File: src/hdl/xxe_pkg.sv
// Package of opcodes, address layout and states for the exchange/xor unit
`default_nettype none
package xxe_pkg;
	// Opcode patterns, prefix forms compared against the upper opcode bits
	localparam logic [4:0] OP_SWAP_REG_PFX = 5'h19; // 11001rrr
	localparam logic [6:0] OP_SWAP_IND_PFX = 7'h63; // 1100011i
	localparam logic [7:0] OP_SWAP_DIR     = 8'hc5; // 11000101
	localparam logic [6:0] OP_DIGIT_PFX    = 7'h6b; // 1101011i
	localparam logic [4:0] OP_XOR_REG_PFX  = 5'h0d; // 01101rrr
	localparam logic [6:0] OP_XOR_IND_PFX  = 7'h33; // 0110011i
	localparam logic [7:0] OP_XOR_DIR      = 8'h65; // 01100101
	localparam logic [7:0] OP_XOR_IMM      = 8'h64; // 01100100
	localparam logic [7:0] OP_XOR_DIR_ACC  = 8'h62; // 01100010
	localparam logic [7:0] OP_XOR_DIR_IMM  = 8'h63; // 01100011

	// Bank register address: {zero, bank, reg}; pointer regs use reg[2:1]=0
	localparam logic [2:0] BANK_ADDR_TOP   = 3'h0;
	localparam logic [1:0] PTR_REG_HIGH    = 2'h0;
	localparam logic [7:0] ACC_RESET       = 8'h00;
	localparam logic [7:0] BYTE_ZERO       = 8'h00;

	// Sequencer states
	typedef enum logic [2:0] {
		ST_IDLE = 3'b000,
		ST_PTR  = 3'b001,
		ST_PTRW = 3'b010,
		ST_OPRD = 3'b011,
		ST_CALC = 3'b100,
		ST_WR   = 3'b101
	} xxe_state_e;
endpackage
`default_nettype wire

File: src/hdl/xxe_exec.sv
// Exchange, digit exchange and exclusive-or execution unit with accumulator
`timescale 1ns/1ns
`default_nettype none
// Notes on behaviour
// - Byte swap moves operand to accumulator, accumulator back.
// - Byte swap operand: bank register, direct, or indirect.
// - Byte swap opcodes decoded; register and direct forms four cycles, indirect six.
// - Digit swap exchanges low nibbles with indirect byte.
// - Digit swap keeps both high nibbles unchanged.
// - Digit swap opcode 1101011i; six cycles; flags untouched.
// - Xor combines bitwise, writes destination, flags untouched.
// - Xor supports six source/destination combinations.
// - Xor into port reads output latch, not pins.
// - Xor to accumulator opcodes decoded; immediate one cycle, register and direct three, indirect five.
// - Opcode 01100010 xors accumulator into direct byte.
module xxe_exec (
	input  wire logic       CLK,
	input  wire logic       RST_N,
	input  wire logic       START,
	input  wire logic [7:0] OPCODE,
	input  wire logic [7:0] OPERAND1,
	input  wire logic [7:0] OPERAND2,
	input  wire logic [1:0] BANK,
	input  wire logic       ACC_WR_EN,
	input  wire logic [7:0] ACC_WR_DATA,
	input  wire logic [7:0] RD_DATA,
	output logic            BUSY,
	output logic            DONE,
	output logic            ILLEGAL,
	output logic            MEM_RD,
	output logic            MEM_WR,
	output logic            MEM_IND,
	output logic            MEM_LATCH,
	output logic [7:0]      MEM_ADDR,
	output logic [7:0]      MEM_WDATA,
	output logic [7:0]      ACC,
	output logic            PARITY
);
	xxe_pkg::xxe_state_e state_q, state_d;
	logic [7:0] acc_q, acc_d;
	logic [7:0] addr_q, addr_d;
	logic [7:0] op_q, imm_q, wdata_q, wdata_d;
	logic       ind_q, ind_d, done_q, done_d, ill_q, par_q;

	////////////////////////////////////////////////////////////////////////
	// Decode the live opcode while idle, the held one afterwards
	wire       idle     = (state_q == xxe_pkg::ST_IDLE);
	wire [7:0] cur_op   = idle ? OPCODE : op_q;
	wire c_swap_r  = (cur_op[7:3] == xxe_pkg::OP_SWAP_REG_PFX);
	wire c_swap_i  = (cur_op[7:1] == xxe_pkg::OP_SWAP_IND_PFX);
	wire c_swap_d  = (cur_op == xxe_pkg::OP_SWAP_DIR);
	wire c_digit   = (cur_op[7:1] == xxe_pkg::OP_DIGIT_PFX);
	wire c_xor_r   = (cur_op[7:3] == xxe_pkg::OP_XOR_REG_PFX);
	wire c_xor_i   = (cur_op[7:1] == xxe_pkg::OP_XOR_IND_PFX);
	wire c_xor_d   = (cur_op == xxe_pkg::OP_XOR_DIR);
	wire c_xor_imm = (cur_op == xxe_pkg::OP_XOR_IMM);
	wire c_xor_da  = (cur_op == xxe_pkg::OP_XOR_DIR_ACC);
	wire c_xor_di  = (cur_op == xxe_pkg::OP_XOR_DIR_IMM);
	wire c_swap    = c_swap_r | c_swap_i | c_swap_d;
	wire c_xor_acc = c_xor_r | c_xor_i | c_xor_d;
	wire c_xor_dst = c_xor_da | c_xor_di;
	wire c_indir   = c_swap_i | c_digit | c_xor_i;
	wire c_regfm   = c_swap_r | c_xor_r;
	wire c_known   = c_swap | c_digit | c_xor_acc | c_xor_imm | c_xor_dst;
	wire take      = idle & START & c_known;

	// Operand addresses: bank register, pointer register, or direct byte
	wire [7:0] reg_addr = {xxe_pkg::BANK_ADDR_TOP, BANK, OPCODE[2:0]};
	wire [7:0] ptr_addr = {xxe_pkg::BANK_ADDR_TOP, BANK,
	                       xxe_pkg::PTR_REG_HIGH, OPCODE[0]};
	wire [7:0] first_addr = c_indir ? ptr_addr :
	                        c_regfm ? reg_addr : OPERAND1;

	// Results formed from the operand byte returned this cycle
	wire [7:0] digit_acc = {acc_q[7:4], RD_DATA[3:0]};
	wire [7:0] digit_mem = {RD_DATA[7:4], acc_q[3:0]};
	wire [7:0] xor_acc   = acc_q ^ RD_DATA;
	wire [7:0] xor_dst   = RD_DATA ^ (c_xor_di ? imm_q : acc_q);
	wire       needs_wr  = c_swap | c_digit | c_xor_dst;

	////////////////////////////////////////////////////////////////////////
	// Sequencer and datapath next-state logic
	always_comb begin
		state_d = state_q;
		acc_d   = acc_q;
		addr_d  = addr_q;
		ind_d   = ind_q;
		wdata_d = wdata_q;
		done_d  = 1'b0;
		case (state_q)
			xxe_pkg::ST_IDLE: begin
				if (take && c_xor_imm) begin
					// No memory access, so the result lands at once
					acc_d  = acc_q ^ OPERAND1;
					done_d = 1'b1;
				end else if (take) begin
					addr_d  = first_addr;
					ind_d   = c_indir;
					state_d = c_indir ? xxe_pkg::ST_PTR : xxe_pkg::ST_OPRD;
				end else if (ACC_WR_EN) begin
					acc_d = ACC_WR_DATA;
				end
			end
			xxe_pkg::ST_PTR: begin
				state_d = xxe_pkg::ST_PTRW;
			end
			xxe_pkg::ST_PTRW: begin
				addr_d  = RD_DATA; // Pointer value becomes the address
				state_d = xxe_pkg::ST_OPRD;
			end
			xxe_pkg::ST_OPRD: begin
				state_d = xxe_pkg::ST_CALC;
			end
			xxe_pkg::ST_CALC: begin
				if (c_swap) begin
					acc_d   = RD_DATA;
					wdata_d = acc_q;
				end else if (c_digit) begin
					acc_d   = digit_acc;
					wdata_d = digit_mem;
				end else if (c_xor_dst) begin
					wdata_d = xor_dst;
				end else begin
					acc_d = xor_acc;
				end
				done_d  = ~needs_wr;
				state_d = needs_wr ? xxe_pkg::ST_WR : xxe_pkg::ST_IDLE;
			end
			xxe_pkg::ST_WR: begin
				done_d  = 1'b1;
				state_d = xxe_pkg::ST_IDLE;
			end
			default: begin
				state_d = xxe_pkg::ST_IDLE;
			end
		endcase
	end

	////////////////////////////////////////////////////////////////////////
	// State registers; parity follows the accumulator's next value
	always_ff @(posedge CLK) begin
		if (!RST_N) begin
			state_q <= xxe_pkg::ST_IDLE;
			acc_q   <= xxe_pkg::ACC_RESET;
			par_q   <= 1'b0;
			addr_q  <= xxe_pkg::BYTE_ZERO;
			ind_q   <= 1'b0;
			wdata_q <= xxe_pkg::BYTE_ZERO;
			done_q  <= 1'b0;
			ill_q   <= 1'b0;
		end else begin
			state_q <= state_d;
			acc_q   <= acc_d;
			par_q   <= ^acc_d;
			addr_q  <= addr_d;
			ind_q   <= ind_d;
			wdata_q <= wdata_d;
			done_q  <= done_d;
			ill_q   <= idle & START & ~c_known;
		end
	end

	// Instruction bytes are held so the caller may change them once taken
	always_ff @(posedge CLK) begin
		if (!RST_N) begin
			op_q  <= xxe_pkg::BYTE_ZERO;
			imm_q <= xxe_pkg::BYTE_ZERO;
		end else if (take) begin
			op_q  <= OPCODE;
			imm_q <= OPERAND2;
		end
	end

	////////////////////////////////////////////////////////////////////////
	// Outputs; the latch select keeps pin levels out of port updates
	assign BUSY      = ~idle;
	assign DONE      = done_q;
	assign ILLEGAL   = ill_q;
	assign MEM_RD    = (state_q == xxe_pkg::ST_PTR) |
	                   (state_q == xxe_pkg::ST_OPRD);
	assign MEM_WR    = (state_q == xxe_pkg::ST_WR);
	assign MEM_IND   = ind_q & (state_q != xxe_pkg::ST_PTR);
	assign MEM_LATCH = (state_q == xxe_pkg::ST_OPRD) & c_xor_dst;
	assign MEM_ADDR  = addr_q;
	assign MEM_WDATA = wdata_q;
	assign ACC       = acc_q;
	assign PARITY    = par_q;

	////////////////////////////////////////////////////////////////////////
	// Checks on the datapath and timing
	a_swap_acc_load: assert property (
		@(posedge CLK) disable iff (!RST_N)
		(state_q == xxe_pkg::ST_CALC && c_swap) |=> acc_q == $past(RD_DATA))
		else $error("swap did not load operand into accumulator");
	a_swap_writeback: assert property (
		@(posedge CLK) disable iff (!RST_N)
		(state_q == xxe_pkg::ST_CALC && c_swap)
		|=> MEM_WR && MEM_WDATA == $past(acc_q))
		else $error("swap did not write old accumulator back");
	a_swap_dir_time: assert property (
		@(posedge CLK) disable iff (!RST_N)
		(idle && START && OPCODE == xxe_pkg::OP_SWAP_DIR)
		|=> MEM_RD && MEM_ADDR == $past(OPERAND1) ##2 MEM_WR ##1 DONE)
		else $error("direct swap address or timing wrong");
	a_reg_select: assert property (
		@(posedge CLK) disable iff (!RST_N)
		(take && c_regfm) |=> MEM_RD && MEM_ADDR[4:0] == $past({BANK, OPCODE[2:0]}))
		else $error("bank register address wrong");
	a_ptr_select: assert property (
		@(posedge CLK) disable iff (!RST_N)
		(take && c_indir) |=> MEM_RD && !MEM_IND
		&& MEM_ADDR == $past(ptr_addr) ##2 MEM_RD && MEM_IND)
		else $error("pointer register fetch wrong");
	a_digit_low: assert property (
		@(posedge CLK) disable iff (!RST_N)
		(state_q == xxe_pkg::ST_CALC && c_digit)
		|=> acc_q[3:0] == $past(RD_DATA[3:0]) && MEM_WDATA[3:0] == $past(acc_q[3:0]))
		else $error("digit swap low nibbles wrong");
	a_digit_high: assert property (
		@(posedge CLK) disable iff (!RST_N)
		(state_q == xxe_pkg::ST_CALC && c_digit)
		|=> acc_q[7:4] == $past(acc_q[7:4]) && MEM_WDATA[7:4] == $past(RD_DATA[7:4]))
		else $error("digit swap disturbed high nibbles");
	a_digit_time: assert property (
		@(posedge CLK) disable iff (!RST_N)
		(idle && START && c_digit) |-> ##5 MEM_WR ##1 DONE)
		else $error("digit swap timing wrong");
	a_xor_acc: assert property (
		@(posedge CLK) disable iff (!RST_N)
		(state_q == xxe_pkg::ST_CALC && c_xor_acc)
		|=> acc_q == ($past(acc_q) ^ $past(RD_DATA)) && DONE && !MEM_WR)
		else $error("xor into accumulator wrong");
	a_xor_imm: assert property (
		@(posedge CLK) disable iff (!RST_N)
		(idle && START && OPCODE == xxe_pkg::OP_XOR_IMM)
		|=> acc_q == ($past(acc_q) ^ $past(OPERAND1)) && DONE)
		else $error("xor immediate into accumulator wrong");
	a_xor_reg_time: assert property (
		@(posedge CLK) disable iff (!RST_N)
		(idle && START && c_xor_r) |-> ##3 DONE)
		else $error("xor register form timing wrong");
	// Checked from the taking edge, so a wrong read state or address shows
	a_port_latch: assert property (
		@(posedge CLK) disable iff (!RST_N)
		(take && c_xor_dst) |=> MEM_RD && MEM_LATCH && !MEM_IND
		&& MEM_ADDR == $past(OPERAND1))
		else $error("port update not read from latch");
	a_xor_dir_acc: assert property (
		@(posedge CLK) disable iff (!RST_N)
		(idle && START && OPCODE == xxe_pkg::OP_XOR_DIR_ACC) |=> MEM_LATCH
		##1 1'b1 ##1 MEM_WR && MEM_WDATA == ($past(RD_DATA) ^ acc_q)
		&& acc_q == $past(acc_q, 3))
		else $error("xor of accumulator into direct byte wrong");
	a_parity_track: assert property (
		@(posedge CLK) disable iff (!RST_N)
		$changed(acc_q) |-> PARITY == ^acc_q)
		else $error("parity does not follow accumulator");
endmodule
`default_nettype wire

File: config.mk
export PLATFORM = sky130hd
export DESIGN_NAME = xxe_exec
export DESIGN_NICKNAME = d
export VERILOG_FILES = /design/src/hdl/xxe_pkg.sv /design/src/hdl/xxe_exec.sv
export SDC_FILE = /design/constraint.sdc
export NUM_CORES = 1
export LEC_CHECK = 0
export BUFFER_PORTS_ARGS = -buffer_cell sky130_fd_sc_hd__buf_2
export CAP_MARGIN = 20
export CORE_MARGIN = 2
export CORE_UTILIZATION = 40
export DETAILED_ROUTE_END_ITERATION = 8
export PLACE_DENSITY = 0.6
export SLEW_MARGIN = 20
export SYNTH_ARGS = -nofsm -noshare
export SYNTH_HDL_FRONTEND = slang
export SYNTH_SLANG_ARGS = --single-unit
File: constraint.sdc
create_clock -name CLK -period 3.7 [get_ports CLK]
set_input_delay 0 -clock CLK [delete_from_list [all_inputs] [get_ports CLK]]
set_output_delay 0 -clock CLK [all_outputs]
set_load 0.05 [all_outputs]
==> impl_results.md <==
* Vias per cell at 5.86
* CP cell instances: nor3_4 > nor2_1 > o311a_1 > buf_4 > a21o_1 > buf_4 > o21a_1 > a221oi_1 > xnor2_1 > xnor3_1 > xnor3_1 > nor2_1
* First-pass GRT wire length at 18800 microns
* Max incr delay on CP at 470 ps
* Status: finished, final reports clean
* Arrival @ worst endpoint at 3610 ps
* Worst-path clk slew at 80 ps
* Die area at 0.00889 sq mm
* Mapped cell area at around 0.0033 sq mm
* Mapped Avg Cell Area at roughly 7.3 sq um
* Post-route cell area at 0.00405 sq mm
* Layout cells sized above 1 at between 20% and 30%
* HP Class: in2reg
* Worst-case clock skew at 10.5 ps
* Initial DRC count at 284
* CP max-delay cell: nor3_4
* Final Critical Period at 3450 ps
* Final GP Congestion at 0.962
* Min-delay src: OPCODE[0]
* CTS H-tree depth at 2
* DR vias at 3740
* CTS Buf Count at 5
* Congestion Overflow GR at 0
* Max FO, Critical Path at 13
* Final hold viol count at 0
* Vias in the first global route at 3621
* Die X-Extent at about 94 microns
* Clk root buf: clkbuf_8
* Worst Max-Slew Pin Slew at 883 ps
* Pins Over Slew Limit at 0
* Main synth FF type: dfxtp_1
* Post-synth top area cell: dfxtp_1
* Yosys top cell area share at 28.9%
* Site Rows at 32
* Fin crit share at 93.2%
* Largest net degree at the start of global routing at 25
* Sw Share at a little under half
* ANT nets after route at 0
* Antenna Diode Count at 0
* Most common cell in the netlist: nand2_1
* CTS tree: done
* #FFs+latches synth at 47
* CP required at 3860 ps
* Top Ports at 78
* Fmax at 290 MHz
* Die height at 94.3 microns
* P_leak at 0.00171 uW
* PwrDens at 681 mW/mm^2
* Syn Nets at 492
* Gate Count Post-Synth at approximately 450
* Critical path class: reg2reg
* Number of synthesized flops with an enable pin at 0
* R2R Path Start: state_q[0]$_SDFFE_PN0P_
* Layout area overhead at 24.1%
* GR Util All Layers at 27.4%
* Core area at 0.00781 sq mm
* IO Port Bufs at between 70 and 80
* Antenna violations before repair at 0
* P_sw at between 1000 and 1500 uW
* Clock power share at 12.8%
* Insertion delay to the later sink of the worst-skew pair at just over 300 ps
* Final setup vio count at 0
* # DRC at 0
* Dpl cell area at 0.00384 sq mm
* Initial Utilization at approximately two fifths
* Final WL at 11800 microns
* First-pass DRT Iterations at 5
* Setup_tns at 0 ps
* Max-Cap Viols at 0
* YS warnings at 0
* TritonCTS Sinks at between 40 and 50
* Clock tree buffer depth at 2
* Logic pwr share at between 60% and 70%
* Unrepaired setup endpoints after global routing: no
* Post-DP HPWL at ~9000 microns
* P_int at 1460 uW
* Seq/Total Area, Yosys at 28.9%
* Top post-synthesis cells by count: nand2_1 (62), a21oi_1 (53), dfxtp_1 (47)
* Routed wire length per instance at ~18 microns
* Crit path launch type: flop
* Crit path from: state_q[0]$_SDFFE_PN0P_
* Sequential power share at 26.1%
* Peak VDD IR at 0.000295 V
* Ys async rst share at 0%
* Netlist cell types at 59
* Nets at 581
* Crit. End Element: flop
* Slew margin rel. at 41.1%
* Area contributors post-synth: dfxtp_1 (29%), a21oi_1 (8.1%), nand2_1 (7.1%)
-- final cells by class --
type	instances	area [sq um]
Multi-Input combinational cell	351	2120
Clock buffer	8	100
Inverter	13	48.8
Sequential cell	47	941
Fill cell	814	3760
Timing Repair Buffer	117	713
Tap cell	102	128
-- path summary, 6_finish.rpt --
check / endpoint / slack, ps / cells after the start
hold / removal: op_q[0]$_SDFFE_PN0P_ / 10 / 3
setup / recovery: PARITY$_SDFF_PN0_ / 250 / 12
setup reg to reg: PARITY$_SDFF_PN0_ / 250 / 12
hold reg to reg: imm_q[2]$_SDFFE_PN0P_ / 460 / 2
-- flip-flops by register name, indices dropped and copies added, names as in the netlist --
signal and flops:
ACC 8, op_q 8, imm_q 8, DONE 1, PARITY 1, MEM_WDATA 8
state_q 3, ind_q 1, MEM_ADDR 8, ILLEGAL 1
-- cells by family (layout without fill, tap and decap cells) --
| group | Yosys count | count (layout) | share of synthesized area (%) |
|---|---|---|---|
| AND/OR/NAND/NOR | 164 | 164 | 23.3 |
| AO/OA/AOI/OAI | 155 | 155 | 31.0 |
| buffers and inverters | 48 | 138 | 6.22 |
| flip-flops | 47 | 47 | 28.9 |
| multiplexers | 24 | 24 | 7.60 |
| XOR/XNOR | 8 | 8 | 2.99 |
-- placed cells by master, fill, tap and decap left out, types with 3 or more instances in the layout --
| cell type | count |
|---|---|
| nand3b_1 | 4 |
| xnor2_1 | 3 |
| and2_1 | 7 |
| nand3_1 | 16 |
| dfxtp_1 | 47 |
| a31oi_1 | 6 |
| mux2_2 | 6 |
| dlygate4sd3_1 | 11 |
| o31ai_1 | 3 |
| a211oi_1 | 13 |
| o21ai_0 | 27 |
| inv_1 | 12 |
| o311ai_0 | 3 |
| o211ai_1 | 6 |
| and3_1 | 3 |
| nand2_1 | 62 |
| buf_2 | 77 |
| buf_4 | 29 |
| o221ai_1 | 3 |
| o21ai_1 | 3 |
| a221oi_1 | 5 |
| nor2_1 | 44 |
| a21oi_1 | 53 |
| clkbuf_8 | 7 |
| nor3_1 | 9 |
| o21a_1 | 5 |
| nand4_1 | 3 |
| mux2i_1 | 18 |
| nor4b_1 | 4 |
| nand2b_1 | 3 |
| xor2_1 | 3 |
-- timing repair --
item | CTS | global route
hold endpoints to repair | 10 | 0
gates resized for setup | 0 | 0
buffers inserted | 0 | 0
hold buffers | 11 | 0
-- critical path, delay by kind of cell (launching register included) --
kind | cells | cell delay, ps
compound gates | 4 | 1160
xor+xnor | 3 | 800
simple gates | 3 | 630
buf+inv | 2 | 360
flops | 1 | 340
-- layer usage --
layer  global-route usage [%]  up-vias  share of wire [%]
met5                        0        -                  0
met4                     8.09        0                2.3
met3                     3.93       27                7.2
met2                     45.7      171                 46
met1                     36.5     1736                 44
li1                         -     1806                  -
-- through the flow --
step | cells | setup slack [ps] | utilization (%) | total power (uW) | hold slack (ps)
after floorplan | 446 | 481 | - | 1970 | 122
after global placement | 619 | 330 | 49.1 | 2370 | 242
after detailed placement | 619 | 297 | 49.1 | 2370 | 248
after CTS | 638 | 267 | 51.8 | 2750 | 5.61
after global routing | 638 | 5.14 | 51.8 | 2950 | 21.5
final | 638 | 253 | 51.8 | 2750 | 13.4
-- power by group through the flow --
stage | sequential, uW | combinational (uW) | clock (uW)
finish | 719 | 1680 | 351
global route | 735 | 1840 | 382
CTS | 717 | 1670 | 362
detailed placement | 728 | 1640 | 0
global placement | 727 | 1640 | 0
floorplan | 887 | 1080 | 0
(Power assumes the default switching activity.)
